`src/verilog/tpd_pkg.sv`:
```
// What this block does
// - Sleep stops every clock-synchronised timer
// - Type A counts in sleep: on, external, asynchronous
// - Sleep match sets flag; enabled higher priority wakes
// - Lower or equal priority match enters idle instead
// - Idle-stop bit set halts timer during idle
// - Debug-freeze bit set freezes timer during halt
// - Freeze bit readable only in debug, else zero
// - New freeze value applies after debug re-entry
// - Any reset restores every timer register
// - 16-bit upper match issues conversion trigger
// - 32-bit pair match issues conversion trigger
// - Trigger is never gated by any enable
// - Gate input when gated and internal clock
// - Pin is clock when external source chosen
// - Counts offered as capture and compare time base
// - Pair match reported on upper timer flag
// - Gated mode flags on gate falling edge
// - Zero period never raises an interrupt outside gated mode
package tpd_pkg;

    // ------------------------------------------------------------
    // Timer indices
    // ------------------------------------------------------------
    localparam int NTMR = 3;
    localparam int TA   = 0;
    localparam int TLO  = 1;
    localparam int THI  = 2;

    // ------------------------------------------------------------
    // Control word layout
    // ------------------------------------------------------------
    localparam int CTL_W        = 16;
    localparam int CTL_ON       = 15;
    localparam int CTL_FRZ      = 14;
    localparam int CTL_IDLE_STOP = 13;
    localparam int CTL_GATE     = 7;
    localparam int CTL_PAIR     = 3;
    localparam int CTL_SYNC     = 2;
    localparam int CTL_CS       = 1;

    // ------------------------------------------------------------
    // Widths and reset values
    // ------------------------------------------------------------
    localparam int CNT_W  = 16;
    localparam int PRIO_W = 3;
    localparam logic [CNT_W-1:0] CNT_RST = 16'h0000;
    localparam logic [CNT_W-1:0] CNT_MAX = 16'hffff;
    localparam logic [CNT_W-1:0] PER_ZERO = 16'h0000;
    localparam logic [NTMR-1:0] FLAG_RST = 3'h0;
    localparam logic [NTMR-1:0] FRZ_RST  = 3'h0;

    typedef struct packed {
        logic [CNT_W-1:0] count;
    } tpd_cnt_t;

    typedef struct packed {
        logic [NTMR-1:0] pin_s1;
        logic [NTMR-1:0] pin_s2;
        logic [NTMR-1:0] pin_prev;
        logic [NTMR-1:0] flag;
        logic [NTMR-1:0] frz_pend;
        logic [NTMR-1:0] frz_eff;
        logic            dbg_prev;
        logic            wake;
        logic            idle_go;
        logic            trig;
    } tpd_state_t;

endpackage : tpd_pkg

```
`src/verilog/tpd_timers.sv`:
```
`timescale 1ns/1ps
module tpd_timers (
    input  wire logic                       clk,
    input  wire logic                       srst,
    input  wire logic                       sleep_mode,
    input  wire logic                       idle_mode,
    input  wire logic                       debug_mode,
    input  wire logic [tpd_pkg::CTL_W-1:0]  ctl_a,
    input  wire logic [tpd_pkg::CTL_W-1:0]  ctl_lo,
    input  wire logic [tpd_pkg::CTL_W-1:0]  ctl_hi,
    input  wire logic [tpd_pkg::CNT_W-1:0]  period_a,
    input  wire logic [tpd_pkg::CNT_W-1:0]  period_lo,
    input  wire logic [tpd_pkg::CNT_W-1:0]  period_hi,
    input  wire logic [tpd_pkg::NTMR-1:0]   count_wr,
    input  wire logic [tpd_pkg::CNT_W-1:0]  count_wr_data,
    input  wire logic [tpd_pkg::NTMR-1:0]   freeze_wr,
    input  wire logic                       freeze_wr_data,
    input  wire logic [tpd_pkg::NTMR-1:0]   irq_flag_clr,
    input  wire logic                       type_a_irq_enable,
    input  wire logic [tpd_pkg::PRIO_W-1:0] type_a_irq_priority,
    input  wire logic [tpd_pkg::PRIO_W-1:0] cpu_priority,
    input  wire logic [tpd_pkg::NTMR-1:0]   ext_clock_gate_pin,
    output logic      [tpd_pkg::NTMR-1:0]   debug_freeze_bit,
    output logic      [tpd_pkg::NTMR-1:0]   irq_flag,
    output logic      [tpd_pkg::NTMR-1:0]   pin_in_use,
    output logic                            wake_req,
    output logic                            idle_enter,
    output logic                            adc_trigger,
    output logic      [tpd_pkg::CNT_W-1:0]  count_a,
    output logic      [tpd_pkg::CNT_W-1:0]  count_lo,
    output logic      [tpd_pkg::CNT_W-1:0]  count_hi,
    output logic      [2*tpd_pkg::CNT_W-1:0] pair_count
);
    import tpd_pkg::*;

    // ------------------------------------------------------------
    // State
    // ------------------------------------------------------------
    tpd_state_t st_ff;
    tpd_state_t nxt_st;

    logic [CTL_W-1:0] ctl [NTMR];
    logic [CNT_W-1:0] per [NTMR];
    logic [CNT_W-1:0] cnt [NTMR];
    logic             pair;
    logic [NTMR-1:0]  run;
    logic [NTMR-1:0]  gate_mode;
    logic [NTMR-1:0]  rise;
    logic [NTMR-1:0]  fall;
    logic [NTMR-1:0]  tick;
    logic [NTMR-1:0]  match;
    logic [NTMR-1:0]  clr;
    logic [NTMR-1:0]  set_flag;
    logic             match32;
    logic             wake_now;

    assign ctl[TA]  = ctl_a;
    assign ctl[TLO] = ctl_lo;
    assign ctl[THI] = ctl_hi;
    assign per[TA]  = period_a;
    assign per[TLO] = period_lo;
    assign per[THI] = period_hi;
    assign pair     = ctl_lo[CTL_PAIR];

    // ------------------------------------------------------------
    // Counting qualifiers
    // ------------------------------------------------------------
    always_comb begin
        for (int i = 0; i < NTMR; i++) begin
            rise[i]      = st_ff.pin_s2[i] & ~st_ff.pin_prev[i];
            fall[i]      = ~st_ff.pin_s2[i] & st_ff.pin_prev[i];
            gate_mode[i] = ctl[i][CTL_GATE] & ~ctl[i][CTL_CS];
            run[i]       = ctl[i][CTL_ON];
            // Only the type A timer has an asynchronous path
            if (sleep_mode && !(i == TA && ctl[i][CTL_CS] && !ctl[i][CTL_SYNC])) begin
                run[i] = 1'b0;
            end
            if (idle_mode && ctl[i][CTL_IDLE_STOP]) begin
                run[i] = 1'b0;
            end
            if (debug_mode && st_ff.frz_eff[i]) begin
                run[i] = 1'b0;
            end
            if (ctl[i][CTL_CS]) begin
                tick[i] = run[i] & rise[i];
            end else if (gate_mode[i]) begin
                tick[i] = run[i] & st_ff.pin_s2[i];
            end else begin
                tick[i] = run[i];
            end
        end
        // Upper half follows the lower half when paired
        if (pair) begin
            tick[THI] = tick[TLO] & (cnt[TLO] == CNT_MAX);
        end
    end

    // ------------------------------------------------------------
    // Period compare
    // ------------------------------------------------------------
    always_comb begin
        for (int i = 0; i < NTMR; i++) begin
            match[i] = tick[i] & (cnt[i] == per[i]);
        end
        match32 = tick[TLO] & ({cnt[THI], cnt[TLO]} == {per[THI], per[TLO]});
        clr     = match;
        if (pair) begin
            clr[TLO] = match32;
            clr[THI] = match32;
        end
    end

    // ------------------------------------------------------------
    // Flag sources
    // ------------------------------------------------------------
    always_comb begin
        for (int i = 0; i < NTMR; i++) begin
            if (gate_mode[i]) begin
                set_flag[i] = run[i] & fall[i];
            end else begin
                set_flag[i] = match[i] & (per[i] != PER_ZERO);
            end
        end
        if (pair) begin
            // Lower half has no interrupt of its own in pair mode
            set_flag[TLO] = 1'b0;
            if (gate_mode[TLO]) begin
                set_flag[THI] = run[TLO] & fall[TLO];
            end else begin
                set_flag[THI] = match32 &
                                ({per[THI], per[TLO]} != {PER_ZERO, PER_ZERO});
            end
        end
        wake_now = type_a_irq_enable & (type_a_irq_priority > cpu_priority);
    end

    // ------------------------------------------------------------
    // Next state
    // ------------------------------------------------------------
    always_comb begin
        nxt_st          = st_ff;
        nxt_st.pin_s1   = ext_clock_gate_pin;
        nxt_st.pin_s2   = st_ff.pin_s1;
        nxt_st.pin_prev = st_ff.pin_s2;
        nxt_st.dbg_prev = debug_mode;
        // A set in the clearing cycle survives the clear
        nxt_st.flag     = set_flag | (st_ff.flag & ~irq_flag_clr);
        for (int i = 0; i < NTMR; i++) begin
            if (debug_mode && freeze_wr[i]) begin
                nxt_st.frz_pend[i] = freeze_wr_data;
            end
        end
        // Pending value reaches the freeze only on debug entry
        if (debug_mode && !st_ff.dbg_prev) begin
            nxt_st.frz_eff = st_ff.frz_pend;
        end
        nxt_st.wake    = set_flag[TA] & (sleep_mode | idle_mode) & wake_now;
        nxt_st.idle_go = set_flag[TA] & sleep_mode & ~wake_now;
        // No enable of any kind qualifies the trigger
        nxt_st.trig    = pair ? match32 : match[THI];
    end

    always_ff @(posedge clk) begin
        if (srst) begin
            st_ff.pin_s1   <= 3'h0;
            st_ff.pin_s2   <= 3'h0;
            st_ff.pin_prev <= 3'h0;
            st_ff.flag     <= FLAG_RST;
            st_ff.frz_pend <= FRZ_RST;
            st_ff.frz_eff  <= FRZ_RST;
            st_ff.dbg_prev <= 1'b0;
            st_ff.wake     <= 1'b0;
            st_ff.idle_go  <= 1'b0;
            st_ff.trig     <= 1'b0;
        end else begin
            st_ff <= nxt_st;
        end
    end

    // ------------------------------------------------------------
    // Counters
    // ------------------------------------------------------------
    for (genvar g = 0; g < NTMR; g++) begin : g_cnt
        tpd_count16 u_cnt (
            .clk       (clk),
            .srst      (srst),
            .inc       (tick[g]),
            .clr       (clr[g]),
            .load      (count_wr[g]),
            .load_data (count_wr_data),
            .count     (cnt[g])
        );
    end

    // ------------------------------------------------------------
    // Outputs
    // ------------------------------------------------------------
    always_comb begin
        for (int i = 0; i < NTMR; i++) begin
            pin_in_use[i] = ctl[i][CTL_CS] | ctl[i][CTL_GATE];
        end
        if (pair) begin
            pin_in_use[THI] = 1'b0;
        end
    end

    assign debug_freeze_bit = debug_mode ? st_ff.frz_pend : 3'h0;
    assign irq_flag    = st_ff.flag;
    assign wake_req    = st_ff.wake;
    assign idle_enter  = st_ff.idle_go;
    assign adc_trigger = st_ff.trig;
    assign count_a     = cnt[TA];
    assign count_lo    = cnt[TLO];
    assign count_hi    = cnt[THI];
    assign pair_count  = {cnt[THI], cnt[TLO]};

    // ------------------------------------------------------------
    // Checks
    // ------------------------------------------------------------
    // Lower timer counting the bus clock with no match or load due
    logic lo_free;
    assign lo_free = ctl_lo[CTL_ON] & ~ctl_lo[CTL_CS] & ~ctl_lo[CTL_GATE] & ~pair
                   & ~sleep_mode & ~count_wr[TLO] & (count_lo != period_lo);
endmodule : tpd_timers

```
`src/verilog/tpd_count16.sv`:
```
`timescale 1ns/1ps
module tpd_count16 (
    input  wire logic                      clk,
    input  wire logic                      srst,
    input  wire logic                      inc,
    input  wire logic                      clr,
    input  wire logic                      load,
    input  wire logic [tpd_pkg::CNT_W-1:0] load_data,
    output logic      [tpd_pkg::CNT_W-1:0] count
);
    import tpd_pkg::*;

    tpd_cnt_t st_ff;
    tpd_cnt_t nxt_st;

    // Software write beats rollover, rollover beats increment
    always_comb begin
        nxt_st = st_ff;
        if (load) begin
            nxt_st.count = load_data;
        end else if (clr) begin
            nxt_st.count = CNT_RST;
        end else if (inc) begin
            nxt_st.count = st_ff.count + 16'h0001;
        end
    end

    always_ff @(posedge clk) begin
        if (srst) begin
            st_ff.count <= CNT_RST;
        end else begin
            st_ff <= nxt_st;
        end
    end

    assign count = st_ff.count;

endmodule : tpd_count16

```
`config.mk`:
```
export PLATFORM = sky130hd
export DESIGN_NAME = tpd_timers
export DESIGN_NICKNAME = d
export VERILOG_FILES = /design/src/verilog/tpd_pkg.sv /design/src/verilog/tpd_timers.sv /design/src/verilog/tpd_count16.sv
export SDC_FILE = /design/constraint.sdc
export NUM_CORES = 1
export LEC_CHECK = 0
export BUFFER_PORTS_ARGS = -buffer_cell sky130_fd_sc_hd__buf_4
export CAP_MARGIN = 20
export CELL_PAD_IN_SITES_DETAIL_PLACEMENT = 1
export CELL_PAD_IN_SITES_GLOBAL_PLACEMENT = 1
export CORE_AREA = 5 5 122 124
export CTS_BUF_LIST = sky130_fd_sc_hd__clkbuf_2 sky130_fd_sc_hd__clkbuf_4 sky130_fd_sc_hd__clkbuf_8
export CTS_CLUSTER_DIAMETER = 100
export CTS_CLUSTER_SIZE = 14
export DETAILED_ROUTE_END_ITERATION = 10
export DIE_AREA = 0 0 127 129
export HOLD_SLACK_MARGIN = 0.05
export PLACE_DENSITY_LB_ADDON = 0.1
export SLEW_MARGIN = 20
export SYNTH_ARGS = -nofsm -noshare
export SYNTH_HDL_FRONTEND = slang
export SYNTH_SLANG_ARGS = --single-unit
export TNS_END_PERCENT = 5
```
`constraint.sdc`:
```
create_clock -name clk -period 6.4 [get_ports clk]
set_input_delay 1.28 -clock clk [delete_from_list [all_inputs] [get_ports clk]]
set_output_delay 1.28 -clock clk [all_outputs]
set_load 0.02 [all_outputs]
```
# Word level (Yosys, flattened, before mapping)
# Index checks and enable logic that the tools add are counted.
# Widths: inputs -> output; s select.
# totals
register_bits	70
latchBits	0
ram_bits	0
romBits	0
input_bits	137
output_inout_bits	92
word_cells	129
memories	0
# op_classes
n_addsub	3
n_mul	0
div_mod_pow	0
order_cmp	1
eq_ne	5
n_shift	0
mux	34
bitwise_logic	49
reduce_logical	22
# ops
operator	n
$mux 16	9
$add 16x1->16 const B	3
$eq 16x16->1	3
$reduce_bool 16->1	3
$and 1x1->1	32
$eq 32x32->1	1
$reduce_bool 32->1	1
$mux 1	22
$eq 16x16->1 const B	1
$logic_and 1x1->1	12
$not 1->1	10
$reduce_bool 3->1	3
$mux 2	2
$or 1x1->1	4
$and 3x3->3	1
$gt 3x3->1	1
$logic_not 1->1	3
$mux 3	1
$not 3->3	1
$or 3x3->3	1

# Longest topological paths before layout
# Gate-level depths: netlist of run 1.
# logic_depth
word_depth	15
depth_mapped	9

# Modules after synthesis
# From an unflattened synthesis of run 1, not the netlist that was laid out.
# unflattened
hier_cells	599
area_unflattened_um2	4849.7
# by_module_without_submodules
mod	instances	cells_per_inst	area_each_um2	seq_area_each_um2
tpd_count16	3	115	945.9	320.3
tpd_timers	1	254	2011.9	440.4

# Least setup slack after synthesis of run 1
# OpenSTA, ideal clock, no wires.
# synth_timing
path_type	input-to-reg
start	input period_lo[5] (netlist name)
end	register g_cnt[2].u_cnt.count[12] (netlist name)
t_arrival_ps	3027
t_required_ps	6273
path_slack_ps	3246
cell_stages	7
path_buffers	0
cell_sequence	xor2_1 -> nor4_4 -> nand2_2 -> nor4_4 -> a211oi_2 -> o311a_1 -> or3_1
# synth_via
elab_chain_len	5
word_cells_on_any_way	6
# synth_rtl
item	line_no	text
from (decl)	tpd_timers.sv:12	input wire logic [tpd_pkg::CNT_W-1:0] period_lo,
$eq 32x32->1 (*)	tpd_timers.sv:105	match32 = tick[TLO] & ({cnt[THI], cnt[TLO]} == {per[THI], per[TLO]});
$and 1x1->1 (*)	tpd_timers.sv:105	
$mux 2 (*)	tpd_timers.sv:107	if (pair) begin
$mux 16	tpd_count16.sv:21	end else if (clr) begin
$mux 16	tpd_count16.sv:19	if (load) begin
# Every way passes the cells marked *; elsewhere a longest branch is shown, timed or not.
# A chain may end at the register's enable or synchronous reset.

# Final worst setup path of run 1
# layout_timing
start	input sleep_mode
end	register g_cnt[2].u_cnt.count[12] (netlist name)
# layout_via
elab_chain_len	12
word_cells_on_any_way	22
# layout_rtl
item	line_no	text
from (decl)	tpd_timers.sv:5	input wire logic sleep_mode,
$mux 1	tpd_timers.sv:75	if (sleep_mode && !(i == TA && ctl[i][CTL_CS] && !ctl[i][CTL_SYNC])) begin
$mux 1	tpd_timers.sv:78	if (idle_mode && ctl[i][CTL_IDLE_STOP]) begin
$mux 1	tpd_timers.sv:81	if (debug_mode && st_ff.frz_eff[i]) begin
$and 1x1->1	tpd_timers.sv:87	tick[i] = run[i] & st_ff.pin_s2[i];
$mux 1	tpd_timers.sv:86	end else if (gate_mode[i]) begin
$mux 1	tpd_timers.sv:84	if (ctl[i][CTL_CS]) begin
$and 1x1->1	tpd_timers.sv:94	tick[THI] = tick[TLO] & (cnt[TLO] == CNT_MAX);
$mux 1	tpd_timers.sv:93	if (pair) begin
$and 1x1->1	tpd_timers.sv:103	match[i] = tick[i] & (cnt[i] == per[i]);
$mux 2	tpd_timers.sv:107	
$mux 16	tpd_count16.sv:21	
$mux 16	tpd_count16.sv:19	
# Parallel ways exist; a longest one is shown, timed or not.

==> results of run 1 <==
-- cell usage in the layout (no fill, tap or decap), drive strengths merged, types with 3 or more instances in the layout --
cell and n:
a211oi 4, a21oi 28, a221oi 8, a22oi 13, and2 10, and3 7
and4 6, buf 194, clkbuf 9, clkinv 3, clkinvlp 3, dfxtp 70
ha 6, inv 17, mux2i 5, nand2 62, nand2b 9, nand3 20
nand4 21, nor2 42, nor2b 21, nor3 32, nor4 24, nor4b 3
o21ai 21, o311a 3, o32ai 4, or2 5, or3 11, xnor2 46
xor2 27
-- report_power, final --
part           switching, mW  leakage [nW]  internal [mW]
clock                  0.187        0.0914          0.180
combinational          0.153          1.98          0.138
sequential            0.0432         0.576          0.457
total                  0.383          2.64          0.775
-- how the worst max path moves through the flow --
stage                      start                  endpoint  depth (start not counted)
finish                sleep_mode  g_cnt[2].u_cnt.count[12]                          8
global route          sleep_mode  g_cnt[2].u_cnt.count[12]                          8
CTS                   sleep_mode  g_cnt[2].u_cnt.count[12]                          8
detailed placement    sleep_mode  g_cnt[2].u_cnt.count[12]                          8
global placement      sleep_mode  g_cnt[2].u_cnt.count[12]                          8
floorplan           period_lo[5]  g_cnt[2].u_cnt.count[12]                          7
-- flip-flops by register name, indices dropped and copies added, names as in the netlist --
signal	flops
wake_req	1
st_ff	10
nxt_st	6
g_cnt.u_cnt.count	48
adc_trigger	1
irq_flag	3
idle_enter	1
-- Yosys cell counts, types with 5 or more instances --
cell / n
o21ai_0: 18
or2_2: 5
buf_2: 6
xnor2_1: 46
nor3_1: 31
nor4_1: 18
mux2i_1: 5
inv_1: 17
ha_1: 6
and4_1: 6
buf_4: 35
nand3_1: 20
dfxtp_1: 70
nor2_1: 42
and3_1: 7
nand2_1: 61
a221oi_1: 7
clkbuf_1: 18
nor2b_1: 21
a21oi_1: 28
and2_1: 10
nand2b_1: 8
nand4_1: 21
a22oi_1: 13
or3_1: 11
xor2_1: 27
-- cells by family after synthesis --
logic type / share of synthesized area (%)
fa+ha+maj: 1.53
mux: 1.25
simple gates: 31.2
compound gates: 15.5
buf+inv: 8.95
xor+xnor: 13.0
flops: 28.6
-- final cells by class --
type                            count  area, um2
Tap cell                          180        225
Clock inverter                      7       75.1
Sequential cell                    70       1400
Multi-Input combinational cell    471       3070
Fill cell                        1697       7250
Clock buffer                        9        124
Inverter                           17       63.8
Timing Repair Buffer              194       1460
-- through the flow --
stage / power (mW) / setup WS (ns) / hold slack [ns]
2_1_floorplan: 0.666 / 3.25 / 0.414
3_3_place_gp: 0.796 / 2.22 / 0.421
3_5_place_dp: 0.803 / 2.19 / 0.431
4_1_cts: 1.17 / 2.58 / 0.447
5_1_grt: 1.22 / 2.41 / 0.461
6_report: 1.16 / 2.63 / 0.434
-- critical path, stage by stage --
cell      delay, ns
buf_4          0.13
nand2b_4       0.14
a221oi_2       0.37
nand3_1        0.24
o21ai_1        0.85
a211oi_2       0.23
o311a_1        0.41
or3_1          0.36
-- layer usage --
metal / GRT usage, % / up-vias / share of wire [%]
met4: 7.19 / 0 / 2.1
met1: 28.1 / 2478 / 43
met2: 37.9 / 147 / 49
li1: - / 2481 / -
met3: 3.32 / 26 / 5.0
met5: 0 / - / 0
==> impl_metrics.csv, run 1 <==
group,metric,value,unit
clock_tree,htree_levels,3,
clock_tree,clk_latency,0.36,ns
global_route,grt_max_degree,63,
synth,synth_area_per_cell,7.90,um2
final_layout,final_cells,948,
clock_tree,clockBufferDepth,2,
die,die_y,129,um
sta,worstMarginPinSlew,1.13,ns
min_path,hold_end,"nxt_st[13]",
routing,drtIter0Drc,227,
synth,synth_area_leader_cell,"dfxtp_1",
final_layout,design_area,6410,um2
die,core.rowCount,43,
placed_design,placed_cell_area,6210,um2
status,status,"finished clean",
routing,wl_per_cell,19.3,um
placed_design,place_congestion,0.849,
synth,synth_seq_cells,70,
final_layout,drive_gt1_share,29.8,%
routing,wirelength,18300,um
die,dieArea,16400,um2
synth,synthCells,621,
synth,synth_cell_type_count,63,
worst_setup_path,r2r-end,"g_cnt[2].u_cnt.count[12]",
clock_tree,cts_buffers,9,
clock_tree,postCtsSetupRepairBufs,0,
die,die_width,127,um
power_and_ir_drop,peakVddDrop,107,uV
routing,vias,5132,
routing,postRouteAntennaNets,0,
worst_setup_path,r2r_slack,2.88,ns
routing,drc,0,
synth,synth_flop_cell,"dfxtp_1",
sta,drv_slew,0,
sta,period_minus_slack,3.77,ns
min_path,min-delay-path-class,"reg -> reg",
routing,firstDrtPassIters,4,
global_route,track_usage,21.9,%
worst_setup_path,critical_path_class,"in -> reg",
global_route,antenna_found_initial,0,
placed_design,dp_hpwl,14500,um
sta,setup_viol,0,
worst_setup_path,r2r-start,"g_cnt[1].u_cnt.count[0]",
flow_run,drv_cap,0,
final_layout,syn_to_final_growth,30.8,%
sta,rsz0062_at_grt,"false",
sta,maxSlewHeadroom,24.1,%
clock_tree,cts_tree,"done",
synth,synth_area_leaders,"dfxtp_1 (29%), xnor2_1 (8.2%), buf_4 (5.4%), xor2_1 (4.8%), nand2_1 (4.7%)",
die,start_util,35.9,%
clock_tree,clock-sinks,70,
placed_design,portBuffers,194,
clock_tree,cts.repair.resized,0,
die,core,13700,um2
global_route,grt_pass1_wl,28900,um
synth,netlist.area_leader.share,28.6,%
sta,skew,0.00905,ns
power_and_ir_drop,power.density,181,nW/um2
power_and_ir_drop,cellLeakagePower,2.64,nW
synth,yosysSeqAreaShare,28.6,%
worst_setup_path,reg2reg_depth,8,
sta,fin_crit_sh,58.9,%
die,ioPinCount,229,
sta,fmax,0.265,GHz
synth,syn_nets,764,
global_route,grt_pass1_vias,5372,
synth,yosysWarnings,0,
synth,synth_area,4900,um2
routing,drt-vias-per-instance,5.41,
sta,hold_violations,0,
synth,synth_edf_count,0,
worst_setup_path,cp-start-kind,"primary input",
synth,async_flop_share,0,%
worst_setup_path,crit_fanout,13,
worst_setup_path,end_kind,"flop",
global_route,globalRouteOverflowTotal,0,
final_layout,diodes,0,
min_path,min_from,"nxt_st[16]",
clock_tree,holdBufCountCts,0,
final_layout,nets,906,
clock_tree,path_clk_slew,0.08,ns
final_layout,final_core_utilization,46.9,%
clock_tree,clock-root-buffer,"clkbuf_8",
sta,tns,0,ns
min_path,hold_depth,1,
worst_setup_path,cp.arrival,4.02,ns
worst_setup_path,required,6.65,ns
placed_design,placed_cells,932,
Power figures use the tool's default switching activity.
==> inputs of run 2 (changes only) <==
--- a/config.mk
+++ b/config.mk
@@ -9,12 +9,12 @@
 export CAP_MARGIN = 20
 export CELL_PAD_IN_SITES_DETAIL_PLACEMENT = 1
 export CELL_PAD_IN_SITES_GLOBAL_PLACEMENT = 1
-export CORE_AREA = 5 5 122 124
+export CORE_AREA = 5 5 132 134
 export CTS_BUF_LIST = sky130_fd_sc_hd__clkbuf_2 sky130_fd_sc_hd__clkbuf_4 sky130_fd_sc_hd__clkbuf_8
 export CTS_CLUSTER_DIAMETER = 100
 export CTS_CLUSTER_SIZE = 14
 export DETAILED_ROUTE_END_ITERATION = 10
-export DIE_AREA = 0 0 127 129
+export DIE_AREA = 0 0 137 139
 export HOLD_SLACK_MARGIN = 0.05
 export PLACE_DENSITY_LB_ADDON = 0.1
 export SLEW_MARGIN = 20
==> constraint.sdc (replaced) <==
create_clock -name clk -period 3.17 [get_ports clk]
set_input_delay 0.634 -clock clk [delete_from_list [all_inputs] [get_ports clk]]
set_output_delay 0.634 -clock clk [all_outputs]
set_load 0.02 [all_outputs]
==> run 2 against run 1 <==
Register-to-register slack worse by 2.4 ns. Worst setup slack worse by 2.1 ns. Final cell count up 6.6%. Sequential cell count unchanged. Final area up 3.3%. Critical path type is now reg -> reg. Total power up 100%. Clock skew about the same. Critical path depth unchanged. Die area up 16%.
==> impl_metrics.csv, run 2 (synthesized netlist as in run 1, its figures left out) <==
group,metric,value,unit
status,status,"finished clean",
global_route,grt_max_degree,33,
min_path,min-delay-path-class,"reg -> reg",
die,core,16200,um2
global_route,globalRouteOverflowTotal,0,
worst_setup_path,end_kind,"flop",
final_layout,final_common_cell,"buf_4",
worst_setup_path,reg2reg_depth,8,
clock_tree,path_clk_slew,0.07,ns
routing,drc,0,
final_layout,largest_register_ffs,48,
min_path,hold_end,"nxt_st[13]",
min_path,hold_depth,1,
routing,drtIter0Drc,214,
global_route,grt.busiest_layer,"met2",
placed_design,dp_hpwl,15800,um
clock_tree,clockBufferDepth,2,
final_layout,diodes,0,
sta,worstMarginPinSlew,0.550,ns
worst_setup_path,cp-start-kind,"flop",
final_layout,layout_common_cells,"buf_4 (219), dfxtp_1 (70), nand2_1 (61)",
global_route,grtUsageMet1,25.3,%
worst_setup_path,r2r-start,"g_cnt[1].u_cnt.count[0]",
worst_setup_path,r2r-end,"g_cnt[2].u_cnt.count[12]",
clock_tree,clock-sinks,70,
global_route,grt_pass1_vias,5725,
global_route,met2_usage,35.9,%
worst_setup_path,critical_path_class,"reg -> reg",
final_layout,regMostFlops,"g_cnt.u_cnt.count",
sta,worst_slack,0.492,ns
clock_tree,clock-root-buffer,"clkbuf_8",
clock_tree,holdBufCountCts,0,
sta,hold_violations,0,
sta,fmax,0.373,GHz
sta,fin_crit_sh,84.5,%
placed_design,post-place-ws,0.244,ns
worst_setup_path,r2r_slack,0.49,ns
final_layout,syn_to_final_growth,35.1,%
sta,period_minus_slack,2.68,ns
power_and_ir_drop,cellLeakagePower,2.78,nW
power_and_ir_drop,seqPwrFrac,43.3,%
power_and_ir_drop,p_comb_share,26.9,%
die,dieArea,19000,um2
die,ioPinCount,229,
clock_tree,cts_buffers,9,
placed_design,placed_cell_area,6450,um2
worst_setup_path,crit_fanout,7,
placed_design,portBuffers,194,
die,die_width,137,um
routing,wirelength,19600,um
clock_tree,cts.repair.resized,0,
final_layout,final_core_utilization,41.0,%
routing,vias,5311,
die,core.rowCount,47,
power_and_ir_drop,peakVddDrop,176,uV
sta,maxSlewHeadroom,63.1,%
power_and_ir_drop,switching_share,32.4,%
sta,tns,0,ns
global_route,grt_pass1_wl,30800,um
die,die_y,139,um
routing,wl_per_cell,19.4,um
routing,postRouteAntennaNets,0,
placed_design,place_congestion,0.844,
power_and_ir_drop,power.density,349,nW/um2
power_and_ir_drop,p_switching,749,uW
worst_setup_path,required,3.41,ns
die,start_util,30.3,%
global_route,track_usage,20.3,%
min_path,min_from,"nxt_st[16]",
global_route,antenna_found_initial,0,
final_layout,design_area,6630,um2
clock_tree,clk_latency,0.36,ns
final_layout,drive_gt1_share,31.7,%
sta,rsz0062_at_grt,"false",
worst_setup_path,startpoint,"g_cnt[1].u_cnt.count[0]",
clock_tree,cts_tree,"done",
global_route,grt.met3_usage,3.77,%
power_and_ir_drop,p_int,1.57,mW
routing,drt-vias-per-instance,5.25,
clock_tree,postCtsSetupRepairBufs,0,
sta,drv_slew,0,
sta,setup_viol,0,
clock_tree,htree_levels,3,
final_layout,nets,931,
flow_run,drv_cap,0,
worst_setup_path,cp.arrival,2.92,ns
routing,firstDrtPassIters,4,
sta,skew,0.00890,ns
power_and_ir_drop,clkPwrFrac,29.8,%
==> run 2: changes by cell type in the layout (fill, tap and decap cells not counted), sizes merged <==
cell and delta:
buf +25, clkinv -2, clkbuf +4, bufinv -1, clkinvlp -3
==> run 2: power groups by stage <==
stage	sequential [mW]	clock [mW]	combinational, mW
4_1_cts	1.00	0.717	0.630
3_5_place_dp	1.02	0	0.628
6_report	1.00	0.689	0.623
2_1_floorplan	1.04	0	0.302
5_1_grt	1.01	0.756	0.673
3_3_place_gp	1.02	0	0.615
==> run 2: layer usage <==
layer	wire (um)	part of all wire (%)
met5	0	0
met4	312	1.6
met3	1220	6.2
met2	9890	51
met1	8150	42
==> run 2: worst max path at each step <==
stage | depth (start not counted) | slack [ns] | to
3_5_place_dp | 8 | 0.24 | g_cnt[2].u_cnt.count[12]
6_report | 8 | 0.49 | g_cnt[2].u_cnt.count[12]
2_1_floorplan | 8 | 0.63 | g_cnt[2].u_cnt.count[12]
5_1_grt | 8 | 0.35 | g_cnt[2].u_cnt.count[12]
4_1_cts | 8 | 0.50 | g_cnt[2].u_cnt.count[12]
3_3_place_gp | 8 | 0.26 | g_cnt[2].u_cnt.count[12]
==> run 2: critical path, stage by stage (launching register included) <==
cell	delay, ns
dfxtp_1	0.49
ha_1	0.25
nand3_1	0.18
nor3_2	0.31
nand3_1	0.16
o21ai_1	0.28
a211oi_2	0.15
o311a_1	0.38
or3_1	0.36
==> run 2: cell type report <==
| type | instances | area (um2) |
|---|---|---|
| fill | 2000 | 9550 |
| multi-input combinational | 471 | 3060 |
| timing repair buffer | 219 | 1640 |
| sequential | 70 | 1400 |
| tap | 220 | 275 |
| clock buffer | 13 | 173 |
| inverter | 17 | 63.8 |
| clock inverter | 1 | 5.00 |
==> run 2: metrics by stage <==
stage               hold slack (ns)  cells  power (mW)
finish                        0.444   1011        2.31
global route                  0.465   1011        2.44
CTS                           0.454   1011        2.35
detailed placement            0.433    997        1.65
global placement              0.420    997        1.64
floorplan                     0.414    621        1.34
==> inputs of run 3 (changes only) <==
--- a/config.mk
+++ b/config.mk
@@ -5,16 +5,17 @@
 export SDC_FILE = /design/constraint.sdc
 export NUM_CORES = 1
 export LEC_CHECK = 0
+export ABC_AREA = 1
 export BUFFER_PORTS_ARGS = -buffer_cell sky130_fd_sc_hd__buf_4
 export CAP_MARGIN = 20
 export CELL_PAD_IN_SITES_DETAIL_PLACEMENT = 1
 export CELL_PAD_IN_SITES_GLOBAL_PLACEMENT = 1
-export CORE_AREA = 5 5 132 134
+export CORE_AREA = 5 5 137 139
 export CTS_BUF_LIST = sky130_fd_sc_hd__clkbuf_2 sky130_fd_sc_hd__clkbuf_4 sky130_fd_sc_hd__clkbuf_8
 export CTS_CLUSTER_DIAMETER = 100
 export CTS_CLUSTER_SIZE = 14
 export DETAILED_ROUTE_END_ITERATION = 10
-export DIE_AREA = 0 0 137 139
+export DIE_AREA = 0 0 142 144
 export HOLD_SLACK_MARGIN = 0.05
 export PLACE_DENSITY_LB_ADDON = 0.1
 export SLEW_MARGIN = 20
==> constraint.sdc (replaced) <==
create_clock -name clk -period 2.62 [get_ports clk]
set_input_delay 0.524 -clock clk [delete_from_list [all_inputs] [get_ports clk]]
set_output_delay 0.524 -clock clk [all_outputs]
set_load 0.02 [all_outputs]
==> run 3 against run 2 <==
Synthesized cell count is 52% higher. Clock skew hardly changed. Clock power is 38% higher. Synthesized area is 15% higher. Utilization is 1.0 points higher.
==> impl_metrics.csv, run 3 <==
group,metric,value,unit
status,status,"finished clean",
final_layout,layout_common_cells,"nand2_1 (251), buf_4 (222), nor2_1 (141)",
min_path,hold_depth,2,
clock_tree,cts.repair.resized,0,
clock_tree,clk_latency,0.37,ns
sta,drv_slew,0,
final_layout,largest_register_ffs,48,
die,dieArea,20400,um2
synth,synth_area_leader_cell,"dfxtp_1",
routing,wl_per_cell,15.8,um
routing,firstDrtPassIters,4,
final_layout,regArea,1400,um2
synth,synth_cell_type_count,32,
worst_setup_path,cp_slowest_cell,"dfxtp_1",
worst_setup_path,r2r-end,"g_cnt[2].u_cnt.count[6]",
synth,syn_nets,1088,
synth,synthCells,945,
sta,fin_crit_sh,84.8,%
final_layout,nets,1250,
power_and_ir_drop,peakVddDrop,183,uV
clock_tree,cts_tree,"done",
sta,worstMarginPinSlew,0.416,ns
global_route,grt_pass1_vias,6399,
worst_setup_path,cp-start-kind,"flop",
synth,yosysSeqAreaShare,24.9,%
clock_tree,postCtsSetupRepairBufs,0,
global_route,globalRouteOverflowTotal,0,
min_path,min-delay-path-class,"in -> reg",
sta,worst_slack,0.399,ns
power_and_ir_drop,cellLeakagePower,3.59,nW
global_route,grt_max_degree,36,
min_path,min_from,"irq_flag_clr[0]",
die,start_util,32.0,%
final_layout,fillers,2406,
die,core,17500,um2
placed_design,dp_hpwl,17000,um
placed_design,placed_cell_area,7160,um2
die,core.rowCount,49,
routing,drc,0,
final_layout,syn_to_final_growth,31.1,%
global_route,grt.busiest_layer,"met2",
worst_setup_path,max_stage_delay,0.47,ns
worst_setup_path,crit_top_cell,"nand2_1",
global_route,grt.met3_usage,3.74,%
final_layout,drive_gt1_share,25.0,%
routing,wirelength,21200,um
min_path,hold_end,"irq_flag[0]",
worst_setup_path,critical_path_class,"reg -> reg",
global_route,antenna_found_initial,0,
global_route,track_usage,20.5,%
final_layout,final_common_cell,"nand2_1",
synth,yosysWarnings,0,
synth,synth_flop_cell,"dfxtp_1",
sta,whs,0.338,ns
routing,vias,6376,
sta,tns,0,ns
global_route,met2_usage,34.9,%
clock_tree,path_clk_slew,0.08,ns
clock_tree,clock-root-buffer,"clkbuf_8",
synth,synth_seq_cells,70,
global_route,grtUsageMet1,27.5,%
die,ioPinCount,229,
placed_design,place_congestion,0.794,
worst_setup_path,end_kind,"flop",
synth,synth_area,5620,um2
routing,drt-vias-per-instance,4.75,
final_layout,diodes,0,
routing,postRouteAntennaNets,0,
power_and_ir_drop,p_total,3.10,mW
synth,netlist.area_leader.share,24.9,%
worst_setup_path,crit_chain,"inv_2 -> nand2_1 -> nand2_1 -> nor2_1 -> nand2_1 -> nor2_1 -> nand2_1 -> nor2_2 -> nand2_2 -> nand3_2 -> nand2_1 -> nor2_1 -> nor2_1",
synth,yosysMostFrequentCell,"nand2_1",
power_and_ir_drop,power.density,420,nW/um2
clock_tree,clockBufferDepth,2,
final_layout,design_area,7370,um2
sta,fmax,0.450,GHz
worst_setup_path,cp.arrival,2.49,ns
synth,synth_common_cells,"nand2_1 (251), nor2_1 (141), inv_1 (100)",
clock_tree,cts_buffers,9,
placed_design,post-place-ws,0.312,ns
worst_setup_path,reg2reg_depth,13,
worst_setup_path,r2r_slack,0.40,ns
sta,rsz0062_at_grt,"false",
routing,drtIter0Drc,292,
die,die_width,142,um
synth,synth_area_per_cell,5.95,um2
synth,synth_edf_count,0,
final_layout,regMostFlops,"g_cnt.u_cnt.count",
placed_design,portBuffers,194,
sta,maxSlewHeadroom,72.2,%
synth,async_flop_share,0,%
sta,setup_viol,0,
flow_run,drv_cap,0,
synth,synth_area_leaders,"dfxtp_1 (25%), nand2_1 (17%), nor2_1 (9.4%), inv_1 (6.7%), nand4_1 (6.3%)",
worst_setup_path,required,2.89,ns
clock_tree,htree_levels,3,
global_route,grt_pass1_wl,33600,um
die,die_y,144,um
worst_setup_path,r2r-start,"g_cnt[2].u_cnt.count[0]",
final_layout,multi_input_area,3290,um2
clock_tree,clock-sinks,70,
sta,skew,0.00880,ns
clock_tree,holdBufCountCts,0,
worst_setup_path,crit_fanout,12,
sta,hold_violations,0,
sta,period_minus_slack,2.22,ns
run 3: cell types whose count changed in the layout (fill, tap and decap cells not counted), sizes merged, moves of 14 or more:
cell / delta
a31oi: +14
o21ai: +15
nor2b: -21
nor3: -19
nand4: +36
nor2: +105
nand2: +193
inv: +105
nor4: -16
xnor2: -20
nand3: +32
run 3: area by class of cell:
class,instances,area share [%]
clock buffers,10,1.87
well taps,229,3.89
clock inverters,6,0.934
inverters,132,6.73
multi-input cells,671,44.7
repair buffers,223,22.9
flip-flops and latches,70,19.0
run 3: report_power, final:
part	total [mW]	switching, mW	internal, mW
Sequential	1.21	0.0881	1.12
Combinational	0.936	0.530	0.405
Clock	0.948	0.478	0.471
run 3: logic make-up (layout without fill, tap and decap cells):
| logic type | after synthesis | in the layout | share of synthesized area, % |
|---|---|---|---|
| AO/OA/AOI/OAI | 74 | 74 | 7.15 |
| buffers and inverters | 204 | 371 | 16.5 |
| XOR/XNOR | 57 | 57 | 8.88 |
| flip-flops | 70 | 70 | 24.9 |
| AND/OR/NAND/NOR | 534 | 534 | 41.2 |
| adder cells (fa/ha/maj) | 6 | 6 | 1.34 |
run 3: critical path, delay by kind of cell (launching register included):
family	cells	cell delay [ns]
buf+inv	1	0.09
flops	1	0.47
simple gates	12	1.56
run 3: worst max-delay path by stage:
stage	start	endpoint	slack (ns)
floorplan	g_cnt[1].u_cnt.count[1]	g_cnt[2].u_cnt.count[10]	0.67
global placement	period_hi[0]	g_cnt[2].u_cnt.count[6]	0.31
detailed placement	period_hi[0]	g_cnt[2].u_cnt.count[6]	0.31
CTS	g_cnt[2].u_cnt.count[0]	g_cnt[2].u_cnt.count[6]	0.41
global route	g_cnt[2].u_cnt.count[0]	g_cnt[2].u_cnt.count[6]	0.13
finish	g_cnt[2].u_cnt.count[0]	g_cnt[2].u_cnt.count[6]	0.40
run 3: layer usage:
layer | vias up | routed length (um)
li1 | 3278 | -
met1 | 2939 | 9810
met2 | 149 | 10000
met3 | 10 | 1180
met4 | 0 | 162
met5 | - | 0
run 3: metrics by stage:
| stage | utilization, % | cells |
|---|---|---|
| after CTS | 42.0 | 1341 |
| after floorplan | - | 945 |
| after detailed placement | 40.8 | 1325 |
| after global placement | 40.8 | 1325 |
| after global routing | 42.0 | 1341 |
| final | 42.0 | 1341 |
